$ cat config.mk
export PLATFORM = sky130hd
export DESIGN_NAME = sbcaux_spi_supply
export DESIGN_NICKNAME = d
export VERILOG_FILES = /design/src/design/sbcaux_pkg.sv /design/src/design/sbcaux_spi_supply.sv
export VERILOG_INCLUDE_DIRS = /design/src /design/src/design
export SDC_FILE = /design/constraint.sdc
export NUM_CORES = 1
export LEC_CHECK = 0
export BUFFER_PORTS_ARGS = -buffer_cell sky130_fd_sc_hd__buf_4
export CAP_MARGIN = 15
export CORE_AREA = 3 3 136 138
export CTS_CLUSTER_DIAMETER = 50
export DETAILED_ROUTE_END_ITERATION = 7
export DIE_AREA = 0 0 139 141
export PLACE_DENSITY = 0.82
export SYNTH_ARGS = -nofsm -noshare
export SYNTH_HDL_FRONTEND = slang
export SYNTH_SLANG_ARGS = --single-unit
$ cat constraint.sdc
create_clock -name clock -period 21.7 [get_ports clock]
set_clock_uncertainty 0.15 [all_clocks]
set_input_delay 2.17 -clock clock [delete_from_list [all_inputs] [get_ports clock]]
set_output_delay 2.17 -clock clock [all_outputs]
set_load 0.005 [all_outputs]
$ cat src/design/sbcaux_params.svh
`ifndef SBCAUX_PARAMS_SVH
`define SBCAUX_PARAMS_SVH
// ==========================================
// Register addresses
`define SBCAUX_ADDR_INIT 6'h03
`define SBCAUX_ADDR_MUX 6'h06
`define SBCAUX_ADDR_REG 6'h0a
// ==========================================
// Command codes and field positions
`define SBCAUX_CMD_READ 2'h0
`define SBCAUX_CMD_WRITE 2'h1
`define SBCAUX_AUX_HI 7
`define SBCAUX_AUX_LO 6
`define SBCAUX_LOWTH_BIT 0
`define SBCAUX_INIT_LVL_BIT 2
`define SBCAUX_INIT_TRK_BIT 1
`define SBCAUX_MUX_SEL_HI 4
`define SBCAUX_MUX_CUR_HI 6
`define SBCAUX_MUX_CUR_LO 5
// ==========================================
// Reset values
`define SBCAUX_REG_RST 8'h00
`define SBCAUX_INIT_RST 8'h00
`define SBCAUX_MUX_RST 8'h08
// ==========================================
// Timing
`define SBCAUX_CLK_NS 8
`define SBCAUX_BLANK_LONG_NS 1000000
`define SBCAUX_BLANK_SHORT_NS 25000
`define SBCAUX_GLITCH_NS 200
`define SBCAUX_BLANK_LONG_CYC \
  ((`SBCAUX_BLANK_LONG_NS + `SBCAUX_CLK_NS - 1) / `SBCAUX_CLK_NS)
`define SBCAUX_BLANK_SHORT_CYC \
  ((`SBCAUX_BLANK_SHORT_NS + `SBCAUX_CLK_NS - 1) / `SBCAUX_CLK_NS)
`define SBCAUX_GLITCH_CYC \
  ((`SBCAUX_GLITCH_NS + `SBCAUX_CLK_NS - 1) / `SBCAUX_CLK_NS)
`define SBCAUX_RAMP_STEP_CYC 16
`endif

$ cat src/design/sbcaux_pkg.sv
package sbcaux_pkg;
  // ==========================================
  // Auxiliary regulator sequencer
  typedef enum logic [1:0] {
    SBCAUX_OFF = 2'b00,
    SBCAUX_RAMP = 2'b01,
    SBCAUX_ON = 2'b10,
    SBCAUX_TRIP = 2'b11
  } sbcaux_st_t;

  // Asynchronous analog and system inputs
  typedef struct packed {
    logic aux_oc;
    logic aux_uv;
    logic aux_ov;
    logic vdd_uv;
    logic vdd_low;
    logic wd_fail;
    logic batt_uv;
    logic main_5v;
    logic [5:0] sw;
  } sbcaux_in_t;

  typedef struct packed {
    sbcaux_in_t a1;
    sbcaux_in_t a2;
    logic [2:0] p1;
    logic [2:0] p2;
    logic sclk_d;
    logic cs_d;
    logic [31:0] rx;
    logic [31:0] tx;
    logic [4:0] bits;
    logic any_bit;
    logic [7:0] csl;
    logic miso;
    logic miso_oe;
    logic [1:0][31:0] buf_mem;
    logic wp;
    logic rp;
    logic [1:0] cnt;
    logic [7:0] reg_ctrl;
    logic [7:0] reg_init;
    logic [7:0] reg_mux;
    logic rd_pend;
    logic [5:0] rd_addr;
    sbcaux_st_t aux;
    logic [16:0] blank;
    logic [3:0] ramp;
    logic [3:0] rstep;
    logic f_oc;
    logic f_uv;
    logic f_ov;
    logic f_low;
    logic overrun;
    logic aux_en;
    logic protect_on;
    logic irq;
    logic trk;
    logic rst_oe;
    logic sleep_uv;
  } sbcaux_state_t;
endpackage : sbcaux_pkg

$ cat src/design/sbcaux_spi_supply.sv
`timescale 1ns/1ns
`include "sbcaux_params.svh"
module sbcaux_spi_supply #(
  parameter int BLANK_LONG = `SBCAUX_BLANK_LONG_CYC,
  parameter int BLANK_SHORT = `SBCAUX_BLANK_SHORT_CYC,
  parameter int GLITCH = `SBCAUX_GLITCH_CYC,
  parameter int RAMP_STEP = `SBCAUX_RAMP_STEP_CYC
) (
  input wire logic clock,
  input wire logic reset,
  input wire logic sclk,
  input wire logic cs_n,
  input wire logic mosi,
  output logic miso,
  output logic miso_oe,
  input wire logic init_state,
  input wire logic normal_mode,
  input wire logic sleep_mode,
  input wire logic scan_tick,
  input wire logic word_hold,
  input wire logic aux_oc,
  input wire logic aux_uv,
  input wire logic aux_ov,
  input wire logic vdd_uv,
  input wire logic vdd_low,
  input wire logic wd_fail,
  input wire logic batt_uv,
  input wire logic main_5v,
  input wire logic [5:0] switch_inputs,
  output logic aux_regulator_en,
  output logic [3:0] aux_ramp_level,
  output logic aux_level_5v,
  output logic aux_tracking,
  output logic aux_protect_on,
  output logic [4:0] monitor_select,
  output logic [1:0] switch_current,
  output logic int_req,
  output logic rst_oe,
  output logic wake_req
);
  sbcaux_pkg::sbcaux_state_t q, d;
  sbcaux_pkg::sbcaux_in_t ain;
  logic sclk_rise, cs_fall, cs_rise, cs_act, pop, push;
  logic [1:0] code;
  logic fault, reported, trk_ok, blocked;
  logic [16:0] blank_lim;
  logic [5:0] sw_rep;
  logic [31:0] stat, w;

  assign ain = '{aux_oc, aux_uv, aux_ov, vdd_uv, vdd_low, wd_fail, batt_uv,
    main_5v, switch_inputs};

  always_comb begin
    d = q;
    // ==========================================
    // Synchronisers
    d.a1 = ain;
    d.a2 = q.a1;
    d.p1 = {sclk, cs_n, mosi};
    d.p2 = q.p1;
    d.sclk_d = q.p2[2];
    d.cs_d = q.p2[1];
    cs_act = !q.p2[1];
    sclk_rise = q.p2[2] && !q.sclk_d && cs_act;
    cs_fall = !q.p2[1] && q.cs_d;
    cs_rise = q.p2[1] && !q.cs_d;

    // ==========================================
    // Status word
    code = q.reg_ctrl[`SBCAUX_AUX_HI:`SBCAUX_AUX_LO];
    reported = code[1];
    sw_rep = q.a2.sw;
    for (int i = 0; i < 6; i++) begin
      if (q.reg_mux[`SBCAUX_MUX_SEL_HI:0] == 5'(i + 1)) begin
        sw_rep[i] = 1'b0;
      end
    end
    stat = {q.f_oc, q.f_uv, q.f_ov, q.f_low, q.a2.wd_fail, q.aux_en,
      q.aux == sbcaux_pkg::SBCAUX_TRIP, q.overrun, 4'h0, 14'h0000, sw_rep};
    if (q.rd_pend) begin
      if (q.rd_addr == `SBCAUX_ADDR_REG) begin
        stat[23:0] = {16'h0000, q.reg_ctrl};
      end else if (q.rd_addr == `SBCAUX_ADDR_INIT) begin
        stat[23:0] = {16'h0000, q.reg_init};
      end else if (q.rd_addr == `SBCAUX_ADDR_MUX) begin
        stat[23:0] = {16'h0000, q.reg_mux};
      end else begin
        stat[23:0] = 24'h000000;
      end
    end

    // ==========================================
    // Serial shifter
    if (cs_fall) begin
      d.miso_oe = 1'b1;
      d.tx = stat;
      d.miso = stat[31];
      d.bits = 5'h00;
      d.any_bit = 1'b0;
      d.csl = 8'h00;
    end else if (cs_act) begin
      if (q.csl != 8'hff) begin
        d.csl = q.csl + 8'h01;
      end
      if (sclk_rise) begin
        d.rx = {q.rx[30:0], q.p2[0]};
        d.tx = {q.tx[30:0], 1'b0};
        d.miso = q.tx[30];
        d.bits = q.bits + 5'h01;
        d.any_bit = 1'b1;
      end
    end
    if (cs_rise) begin
      d.miso_oe = 1'b0;
      d.miso = 1'b0;
    end

    // ==========================================
    // Frame acceptance into two-entry buffer
    push = cs_rise && 32'(q.csl) >= GLITCH && q.bits == 5'h00 && q.any_bit;
    pop = q.cnt != 2'h0 && !word_hold;
    w = q.buf_mem[q.rp];
    // Reload first so a same-edge drop still shows
    if (cs_rise && 32'(q.csl) >= GLITCH) begin
      d.overrun = 1'b0;
    end
    if (push) begin
      if (q.cnt == 2'h2 && !pop) begin
        d.overrun = 1'b1;
      end else begin
        d.buf_mem[q.wp] = q.rx;
        d.wp = !q.wp;
      end
    end
    if (pop) begin
      d.rp = !q.rp;
    end
    d.cnt = q.cnt + {1'b0, push && (q.cnt != 2'h2 || pop)} - {1'b0, pop};

    // ==========================================
    // Register reads and writes
    if (pop && w[31:30] == `SBCAUX_CMD_READ) begin
      d.rd_pend = 1'b1;
      d.rd_addr = w[29:24];
    end else if (pop) begin
      d.rd_pend = 1'b0;
    end
    if (pop && w[31:30] == `SBCAUX_CMD_WRITE) begin
      if (w[29:24] == `SBCAUX_ADDR_REG) begin
        d.reg_ctrl = w[7:0];
        d.aux = sbcaux_pkg::SBCAUX_OFF;
      end else if (w[29:24] == `SBCAUX_ADDR_INIT && init_state) begin
        d.reg_init = w[7:0];
      end else if (w[29:24] == `SBCAUX_ADDR_MUX) begin
        d.reg_mux = w[7:0];
      end
    end

    // ==========================================
    // Aux regulator sequencer
    trk_ok = q.a2.main_5v && q.reg_init[`SBCAUX_INIT_LVL_BIT];
    d.trk = q.reg_init[`SBCAUX_INIT_TRK_BIT] && trk_ok;
    blocked = q.reg_init[`SBCAUX_INIT_TRK_BIT] && !q.a2.main_5v;
    fault = q.a2.aux_oc || (q.a2.aux_uv && q.aux == sbcaux_pkg::SBCAUX_ON);
    blank_lim = (code == 2'h3) ? 17'(BLANK_SHORT) : 17'(BLANK_LONG);
    case (q.aux)
      sbcaux_pkg::SBCAUX_OFF: begin
        d.blank = 17'h00000;
        d.ramp = 4'h0;
        d.rstep = 4'h0;
        if (code != 2'h0 && !blocked) begin
          d.aux = sbcaux_pkg::SBCAUX_RAMP;
        end
      end
      sbcaux_pkg::SBCAUX_RAMP: begin
        d.rstep = q.rstep + 4'h1;
        if (32'(q.rstep) == RAMP_STEP - 1) begin
          d.rstep = 4'h0;
          d.ramp = q.ramp + 4'h1;
          if (q.ramp == 4'he) begin
            d.aux = sbcaux_pkg::SBCAUX_ON;
          end
        end
      end
      sbcaux_pkg::SBCAUX_ON: begin
        d.aux = sbcaux_pkg::SBCAUX_ON;
      end
      default: begin
        d.aux = sbcaux_pkg::SBCAUX_TRIP;
      end
    endcase
    if (q.aux == sbcaux_pkg::SBCAUX_RAMP || q.aux == sbcaux_pkg::SBCAUX_ON) begin
      if (!fault) begin
        d.blank = 17'h00000;
      end else if (q.blank >= blank_lim - 17'h00001) begin
        d.aux = sbcaux_pkg::SBCAUX_TRIP;
      end else begin
        d.blank = q.blank + 17'h00001;
      end
      if (code == 2'h0 || blocked) begin
        d.aux = sbcaux_pkg::SBCAUX_OFF;
      end
    end
    if (pop && w[31:30] == `SBCAUX_CMD_WRITE && w[29:24] == `SBCAUX_ADDR_REG) begin
      d.aux = sbcaux_pkg::SBCAUX_OFF;
    end
    d.aux_en = d.aux == sbcaux_pkg::SBCAUX_RAMP || d.aux == sbcaux_pkg::SBCAUX_ON;
    d.protect_on = !q.a2.aux_ov;

    // ==========================================
    // Fault flags, set wins over reload
    if (cs_rise && 32'(q.csl) >= GLITCH) begin
      d.f_oc = 1'b0;
      d.f_uv = 1'b0;
      d.f_ov = 1'b0;
      d.f_low = 1'b0;
    end
    if (reported && q.a2.aux_oc && q.aux_en) begin
      d.f_oc = 1'b1;
    end
    if (reported && q.a2.aux_uv && q.aux == sbcaux_pkg::SBCAUX_ON) begin
      d.f_uv = 1'b1;
    end
    if (reported && q.a2.aux_ov && q.aux_en) begin
      d.f_ov = 1'b1;
    end
    if (q.reg_ctrl[`SBCAUX_LOWTH_BIT] && normal_mode && q.a2.vdd_low) begin
      d.f_low = 1'b1;
    end
    d.irq = d.f_oc || d.f_uv || d.f_ov || d.f_low;

    // ==========================================
    // Reset and wake
    if (sleep_mode && scan_tick && q.a2.batt_uv) begin
      d.sleep_uv = 1'b1;
    end else if (!sleep_mode && !q.a2.batt_uv) begin
      d.sleep_uv = 1'b0;
    end
    d.rst_oe = (q.a2.vdd_uv && !(q.reg_ctrl[`SBCAUX_LOWTH_BIT] && normal_mode))
      || q.a2.wd_fail || d.sleep_uv;
  end

  always_ff @(posedge clock or posedge reset) begin
    if (reset) begin
      q <= '0;
      q.p1 <= 3'h2;
      q.p2 <= 3'h2;
      q.cs_d <= 1'b1;
      q.reg_ctrl <= `SBCAUX_REG_RST;
      q.reg_init <= `SBCAUX_INIT_RST;
      q.reg_mux <= `SBCAUX_MUX_RST;
      q.aux <= sbcaux_pkg::SBCAUX_OFF;
      q.protect_on <= 1'b1;
    end else begin
      q <= d;
    end
  end

  // ==========================================
  // Outputs
  assign miso = q.miso;
  assign miso_oe = q.miso_oe;
  assign aux_regulator_en = q.aux_en;
  assign aux_ramp_level = q.ramp;
  assign aux_level_5v = q.reg_init[`SBCAUX_INIT_LVL_BIT];
  assign aux_tracking = q.trk;
  assign aux_protect_on = q.protect_on;
  assign monitor_select = q.reg_mux[`SBCAUX_MUX_SEL_HI:0];
  assign switch_current = q.reg_mux[`SBCAUX_MUX_CUR_HI:`SBCAUX_MUX_CUR_LO];
  assign int_req = q.irq;
  assign rst_oe = q.rst_oe;
  assign wake_req = q.sleep_uv;
endmodule : sbcaux_spi_supply

-- Word level (Yosys, flattened, before mapping)
Index checks and enable logic that the tools add are counted.
- $add $sub $neg: 8
- magnitude comparators: 5
- equal/unequal tests: 27
- multiplexer cells: 51
- bitwise gates (word level): 5
- reductions and logical operators: 76
- operators with widths (kind ; number):
    32-bit two-way mux ; 3
    46-bit two-way mux ; 2
    17-bit two-way mux ; 4
    64-bit bitwise mux ; 1
    8-bit two-way mux ; 6
    37-bit two-way mux ; 1
    32-bit demux with 1-bit select ; 1
    1-bit logical AND ; 32
    2-bit two-way mux ; 10
    1-bit two-way mux ; 19
    19-bit two-way mux ; 1
    17-bit by 1-bit adder with 17-bit output, second input constant ; 1
    17-bit greater-or-equal comparator ; 1
    17-bit by 1-bit subtractor with 17-bit output, second input constant ; 1
    8-bit one-hot mux with 2 select lines ; 1
    5-bit by 3-bit equality test with 1-bit output, second input constant ; 3
    2-bit nonzero test ; 7
    1-bit zero test ; 13
    6-bit by 2-bit equality test with 1-bit output, second input constant ; 2
    6-bit by 3-bit equality test with 1-bit output, second input constant ; 2
    6-bit by 4-bit equality test with 1-bit output, second input constant ; 2
    2-bit AND reduction ; 6
    2-bit equality test, second input constant ; 5
    5-bit by 2-bit equality test with 1-bit output, second input constant ; 2
    other kinds (24) ; 46
- flip-flop bits (word level): 252
- input bits: 24
- word-level logic and storage cells: 226

-- Depth between registers and ports, before layout
Gate-level depths: netlist (run 1).
- depth after elaboration: 15
- gate-level depth with buffers: 13
- depth with buffers taken out: 10

-- Worst setup path before layout (run 1)
Ideal clock, no wire load.
- path kind: input to register
- from: input word_hold
- to: register q, in the netlist aux_regulator_en
- data arrival time: 3545 ps
- path slack: 17916 ps
- stages: 8
- path through: o21bai_1 > a211oi_1 > a21boi_2 > buf_4 > nor2_1 > o32ai_1 > xor2_1 > nor3b_1
- RTL lines (what ; line ; text):
    start: declaration ; sbcaux_spi_supply.sv:20 ; input wire logic word_hold,
    end: declaration ; sbcaux_spi_supply.sv:41 ; sbcaux_pkg::sbcaux_state_t q, d;

==> results of run 1 <==
final cells by class:
type	instances	area, sq um
fill	1272	6080
sequential	220	5510
multi-input combinational	546	3980
clock buffer	35	756
timing repair buffer	48	368
tap	225	282
clock inverter	15	225
inverter	25	104
registers in the layout (all words and copies together), names as in the netlist, 2 cells and up:
register and count:
aux_ramp_level 4, switch_current 2, code 2, q 179, monitor_select 5, d 19
worst reg2reg max path, cell delays in order (launching register included):
cell and delay [ns]:
dfrtp_1 0.67, nand2_4 0.19, ha_1 0.34, inv_1 0.07, o41ai_2 0.42, o221ai_1 0.17
o211ai_1 0.17, nor2_2 0.13, buf_8 0.20, and3_2 0.21, a221o_2 0.29
cell usage in the layout (no fill, tap or decap), types with 6 or more instances in the layout:
master     netlist  routed
a21oi_1         38      38
o21ai_0         40      40
mux2i_1         28      28
mux2_2          96      96
ha_1            21      20
and3_1          10      10
nand2_1        111     111
nor2b_1          6       6
clkbuf_16        0      27
dfrtp_1        215     215
xnor2_1          7       7
xor2_1           8       8
nand3_1         17      17
nor2_1          38      38
nand4_1          8       8
inv_1           23      22
buf_4           13      47
a22o_1           6       6
nor3b_1          6       6
cell families after synthesis:
kind of cell / share of synthesized area [%]
xor+xnor: 1.33
simple gates: 12.7
compound gates: 9.83
buf+inv: 3.73
mux: 13.8
flops: 55.9
fa+ha+maj: 2.67
routing by layer:
metal  vias up  GRT usage (%)  wire [um]
met5         -              0          0
met1      3167           26.3       8310
met2       139           31.5       8930
li1       3017              -          -
met3        37           3.26        770
met4         0           5.30        431
power by group:
part           total (W)  switching, W  leakage (nW)  internal (W)
sequential      0.000433    0.00000938          2.92      0.000424
clock           0.000476      0.000170         0.474      0.000307
combinational  0.0000376     0.0000227          1.80     0.0000149
total           0.000947      0.000202          5.20      0.000746
worst paths after layout:
path | slack, ns | from | end | cells past startpoint
max | 17.61 | word_hold | aux_regulator_en$_DFF_PP0_ | 8
max in group asynchronous | 18.09 | reset | q[187]$_DFFE_PP0P_ | 3
min in group asynchronous | 1.71 | reset | q[72]$_DFFE_PP0P_ | 2
min | 0.20 | d[221]$_DFF_PP0_ | d[218]$_DFF_PP0_ | 0
max reg2reg | 18.58 | code[1]$_DFFE_PP0P_ | q[25]$_DFF_PP0_ | 10
min reg2reg | 0.20 | d[221]$_DFF_PP0_ | d[218]$_DFF_PP0_ | 0
per-stage QoR:
| step | std cells | hold slack [ns] | worst slack [ns] | utilization [%] |
|---|---|---|---|---|
| after floorplan | 835 | 0.181 | 13.37 | - |
| after global placement | 1063 | 0.183 | 17.21 | 59.1 |
| after detailed placement | 1063 | 0.185 | 17.12 | 59.1 |
| after CTS | 1113 | 0.195 | 17.61 | 64.8 |
| after global routing | 1114 | 0.201 | 17.43 | 64.9 |
| final | 1114 | 0.195 | 17.61 | 64.9 |
==> out/qor.txt, run 1 <==
EDFF count, synth - 0
GP Congestion - 0.809
crit path kind - in2reg
worst slew pin tran - 0.967 ns
CTS root buf - clkbuf_16
ranking of synthesized cells by area - dfrtp_1 (55%), mux2_2 (11%), nand2_1 (4.2%)
Yosys cell types - 77
Core Region - 17,300 sq um
Max stage delay on crit path - 0.66 ns
synthesized instance count - 835
die height - 141 um
# hold bufs at CTS - 0
leading area contributor after synthesis - dfrtp_1
initial core utilization - 57.0%
PnR Total Power - 0.000947 W
power density over the cells - 84.4 nW/um^2
Rows - 48
First-pass DRT Iterations - 5
Tmin final - 4.09 ns
Num Clock Sinks - 220
CTS clk-pin slew, worst paths - 0.06 ns
Vias/cell - 5.71
Final ANT Viol Nets - 0
drt wl/cell - 16.6 um
vias post-DR - 6,360
max-slew violation count - 0
CP bufs+invs - 1
grt ovf - 0
worst-case vdd ir drop - 63.6 uV
Seq/Total Area, Yosys - 55.9%
P_leak - 5.20 nW
TritonCTS buffer count - 27
port bufs - 43
setup bufs post-CTS - 0
first-pass GRT wire length - 31,400 um
# setup viols final - 0
RSZ-0062 raised after global routing - false
detailed placer's ending HPWL - 11,800 um
share of flip-flops with an asynchronous set or reset - 100%
Layout area overhead - 13.9%
Top delay family on crit path - compound AO/OA/AOI/OAI gates
Final #Nets - 913
Max Fclk - 244 MHz
post-synth top area share - 54.6%
YS warnings - 0
final hold vios - 0
Arr. time, crit path - 4.37 ns
largest net degree at the start of global routing - 144
crit end category - flop
Iteration-0 DRC Markers - 443
full die area - 19,600 sq um
main flop type after synthesis - dfrtp_1
antenna violations before repair - 0
Setup crit start kind - input port
FF+latch count, synth - 220
CP required - 21.97 ns
# IOs - 44
Post-synth top cells - dfrtp_1 (215), nand2_1 (111), mux2_2 (96)
status - finished clean
CP Max Fanout - 13
fraction of layout cells with a size suffix above 1 - 26.5%
max-cap viol count - 0
final WL - 18,400 um
top-count cell post-synth - dfrtp_1
Slowest-stage cell, CP - a21boi_2
design area - 11,200 sq um
Global Route Usage Sum - 19.0%
total negative slack - 0 ns
Post-route DRC - 0
fin crit share - 18.9%
# diodes - 0
post-synth net total - 880
CTS tree - built
htree depth - 1
Syn Area/Cell - 11.8 sq um
Hold WC Path Type - reg2reg
vias in the first global route - 6,369
Slew headroom - 35.5%
die width - 139 um
maximum root-to-sink buffer count - 3
Clock Latency Late Sink - 0.52 ns
CP Cell Sequence - buf_4 -> o21bai_1 -> a211oi_1 -> a21boi_2 -> nor2_1 -> o32ai_1 -> xor2_1 -> nor3b_1
post-CTS resize count - 0
placed standard-cell area - 10,200 sq um
Cell Area, Synth - 9850 sq um
Note: power is estimated with default switching activity, not from simulation.
==> run 2: changes to the inputs <==
--- a/config.mk
+++ b/config.mk
@@ -6,12 +6,13 @@
 export SDC_FILE = /design/constraint.sdc
 export NUM_CORES = 1
 export LEC_CHECK = 0
+export ABC_AREA = 1
 export BUFFER_PORTS_ARGS = -buffer_cell sky130_fd_sc_hd__buf_4
 export CAP_MARGIN = 15
-export CORE_AREA = 3 3 136 138
+export CORE_AREA = 3 3 137 139
 export CTS_CLUSTER_DIAMETER = 50
 export DETAILED_ROUTE_END_ITERATION = 7
-export DIE_AREA = 0 0 139 141
+export DIE_AREA = 0 0 140 142
 export PLACE_DENSITY = 0.82
 export SYNTH_ARGS = -nofsm -noshare
 export SYNTH_HDL_FRONTEND = slang
==> constraint.sdc (replaced) <==
create_clock -name clock -period 4.14 [get_ports clock]
set_clock_uncertainty 0.15 [all_clocks]
set_input_delay 0.414 -clock clock [delete_from_list [all_inputs] [get_ports clock]]
set_output_delay 0.414 -clock clock [all_outputs]
set_load 0.005 [all_outputs]
==> out/qor.txt, run 2 <==
Final ANT Viol Nets - 0 (unchanged)
total negative slack - 0 ns (unchanged)
P_leak - 5.57 nW (was 5.20 nW)
GR Util met1 - 28.7% (was 26.3%)
Largest Register - q (unchanged)
CTS tree - built (unchanged)
die width - 140 um (was 139 um)
non-filler cells, final - 1,431 (was 1,114)
Cell Area, Synth - 10,000 sq um (was 9850 sq um)
placed insts - 1,365 (was 1,063)
hold depth - 3 (was 0)
full die area - 19,900 sq um (was 19,600 sq um)
R2R cell count - 5 (was 10)
Layout fillers - 1,408 (was 1,272)
Seq/Total Area, Yosys - 54.9% (was 55.9%)
design area - 11,500 sq um (was 11,200 sq um)
Num Clock Sinks - 220 (unchanged)
max FFs per register - 179 (unchanged)
crit path kind - reg2reg (was in2reg)
vias in the first global route - 7,654 (was 6,369)
antenna violations before repair - 0 (unchanged)
Final #Nets - 1,227 (was 913)
First-pass DRT Iterations - 5 (unchanged)
largest net degree at the start of global routing - 135 (was 144)
Tmin final - 2.97 ns
Syn Area/Cell - 8.81 sq um (was 11.8 sq um)
TritonCTS buffer count - 26 (was 27)
final core utilization - 64.6% (was 64.9%)
Core Region - 17,800 sq um (was 17,300 sq um)
Max Fclk - 337 MHz
status - finished clean (unchanged)
max-slew violation count - 0 (unchanged)
Setup crit start kind - flop (was input port)
post-CTS resize count - 0 (unchanged)
Clock Latency Late Sink - 0.53 ns (was 0.52 ns)
Final Hold Slack - 0.0168 ns (was 0.195 ns)
power density over the cells - 454 nW/um^2 (was 84.4 nW/um^2)
synthesized instance count - 1,139 (was 835)
# IOs - 44 (unchanged)
Iteration-0 DRC Markers - 548 (was 443)
top-count cell post-synth - nand2_1 (was dfrtp_1)
die height - 142 um (was 141 um)
GP Congestion - 0.865 (was 0.809)
fraction of layout cells with a size suffix above 1 - 11.1% (was 26.5%)
# setup viols final - 0 (unchanged)
Arr. time, crit path - 3.25 ns (was 4.37 ns)
crit end category - flop (unchanged)
detailed placer's ending HPWL - 13,900 um (was 11,800 um)
post-synth top area share - 53.6% (was 54.6%)
met2 Use GR - 38.0% (was 31.5%)
logic gate share of total power - 9.1% (was 4.0%)
Layout area overhead - 14.5% (was 13.9%)
global routing's busiest layer - met2 (unchanged)
Post-route DRC - 0 (unchanged)
port bufs - 43 (unchanged)
Sw Pwr - 0.00133 W (was 0.000202 W)
worst-case vdd ir drop - 417 uV (was 63.6 uV)
Rows - 49 (was 48)
drt wl/cell - 14.8 um (was 16.6 um)
clock power share - 44.5% (was 50.3%)
RSZ-0062 raised after global routing - false (unchanged)
main flop type after synthesis - dfrtp_1 (unchanged)
initial core utilization - 56.5% (was 57.0%)
leading area contributor after synthesis - dfrtp_1 (unchanged)
most common cell after layout, fill and taps aside - nand2_1 (was dfrtp_1)
Vias/cell - 5.44 (was 5.71)
CP Max Fanout - 30 (was 13)
Hold WC Path Type - in2reg (was reg2reg)
placed standard-cell area - 10,400 sq um (was 10,200 sq um)
post-synth net total - 1,184 (was 880)
switching share of power - 25.5% (was 21.3%)
vias post-DR - 7,790 (was 6,360)
EDFF count, synth - 0 (unchanged)
maximum root-to-sink buffer count - 3 (unchanged)
YS warnings - 0 (unchanged)
final hold vios - 0 (unchanged)
Yosys cell types - 49 (was 77)
part of the power in registers - 46.4% (was 45.8%)
most frequent cells in the layout - nand2_1 (269), dfrtp_1 (215), inv_1 (158) (was dfrtp_1 (215), nand2_1 (111), mux2_2 (96))
CTS clk-pin slew, worst paths - 0.06 ns (about the same)
grt ovf - 0 (unchanged)
max-cap viol count - 0 (unchanged)
CP required - 4.43 ns (was 21.97 ns)
# diodes - 0 (unchanged)
grt met3 use - 3.46% (was 3.26%)
Internal - 0.00389 W (was 0.000746 W)
Slew headroom - 37.1% (was 35.5%)
first-pass GRT wire length - 36,500 um (was 31,400 um)
FF+latch count, synth - 220 (unchanged)
worst slew pin tran - 0.941 ns (was 0.967 ns)
share of flip-flops with an asynchronous set or reset - 100% (unchanged)
CTS root buf - clkbuf_16 (unchanged)
Global Route Usage Sum - 21.9% (was 19.0%)
Post-synth top cells - nand2_1 (270), dfrtp_1 (215), inv_1 (159) (was dfrtp_1 (215), nand2_1 (111), mux2_2 (96))
ranking of synthesized cells by area - dfrtp_1 (54%), nand2_1 (10%), o21ai_0 (6.0%) (was dfrtp_1 (55%), mux2_2 (11%), nand2_1 (4.2%))
fin crit share - 71.7%
final WL - 21,200 um (was 18,400 um)
htree depth - 1 (unchanged)
run 2: cell count changes after synthesis, moves of 11 or more:
cell,previous run,this run
inv_1,23,159
mux2_2,96,1
mux2i_1,28,0
nand2_1,111,270
nand3_1,17,48
nor2_1,38,66
nor3_1,5,16
o211ai_1,1,13
o21ai_0,40,120
o22ai_1,5,24
run 2: what timing repair did:
item | CTS | global route
setup buffers | 0 | 0
endpoints found under the hold margin | 27 | 0
hold buffers | 18 | 0
run 2: power groups by stage:
stage                     clock (W)  combinational (W)  sequential, W
after global placement            0           0.000445        0.00245
after detailed placement          0           0.000467        0.00245
after global routing        0.00246           0.000556        0.00244
after CTS                   0.00236           0.000483        0.00242
final                       0.00232           0.000477        0.00242
after floorplan                   0           0.000392        0.00240
run 2: layer usage:
layer  share of wire [%]  routed length [um]
met1                  43                9070
met2                  50               10600
met3                 4.6                 985
met4                 2.8                 599
met5                   0                   0
run 2: worst paths after layout:
check	start	to	slack, ns
max	q[217]$_DFF_PP1_	q[156]$_DFFE_PP0P_	1.17
min	normal_mode	q[7]$_DFF_PP0_	0.02
max reg2reg	q[217]$_DFF_PP1_	q[156]$_DFFE_PP0P_	1.17
min reg2reg	d[228]$_DFF_PP0_	q[228]$_DFF_PP0_	0.19
max in group asynchronous	reset	q[19]$_DFF_PP0_	2.59
min in group asynchronous	reset	q[211]$_DFFE_PP0P_	0.25
run 2: critical path: stages (launching register included):
cell and delay (ns):
dfstp_2 0.54, ha_1 0.64, inv_1 0.38, nand2_1 0.80, o22ai_1 0.16, a31oi_1 0.20
run 2: kinds of logic after synthesis:
kind of cell	after synthesis	share of synthesized area [%]
AOI/OAI and AO/OA	232	13.2
xor gates and xnor gates	15	1.31
adders and majority gates	21	2.62
buffers and inverters	213	9.06
DFF	220	54.9
muxes	1	0.112
and+or+nand+nor	437	18.7
run 2: per-stage QoR:
stage | power [W] | setup slack (ns)
4_1_cts | 0.00526 | 1.18
3_3_place_gp | 0.00289 | 1.29
5_1_grt | 0.00546 | 0.889
3_5_place_dp | 0.00292 | 1.21
6_report | 0.00522 | 1.17
2_1_floorplan | 0.00279 | 0.712
run 2: area by class of cell:
type                       instances  area [sq um]  share of cell area (%)
sequential                       220          5510                    48.0
multi-input combinational        706          3620                    31.5
clock buffer                      35           714                    6.22
inverter                         162           614                    5.35
timing repair buffer              66           566                    4.92
tap                              229           287                    2.49
clock inverter                    13           179                    1.56
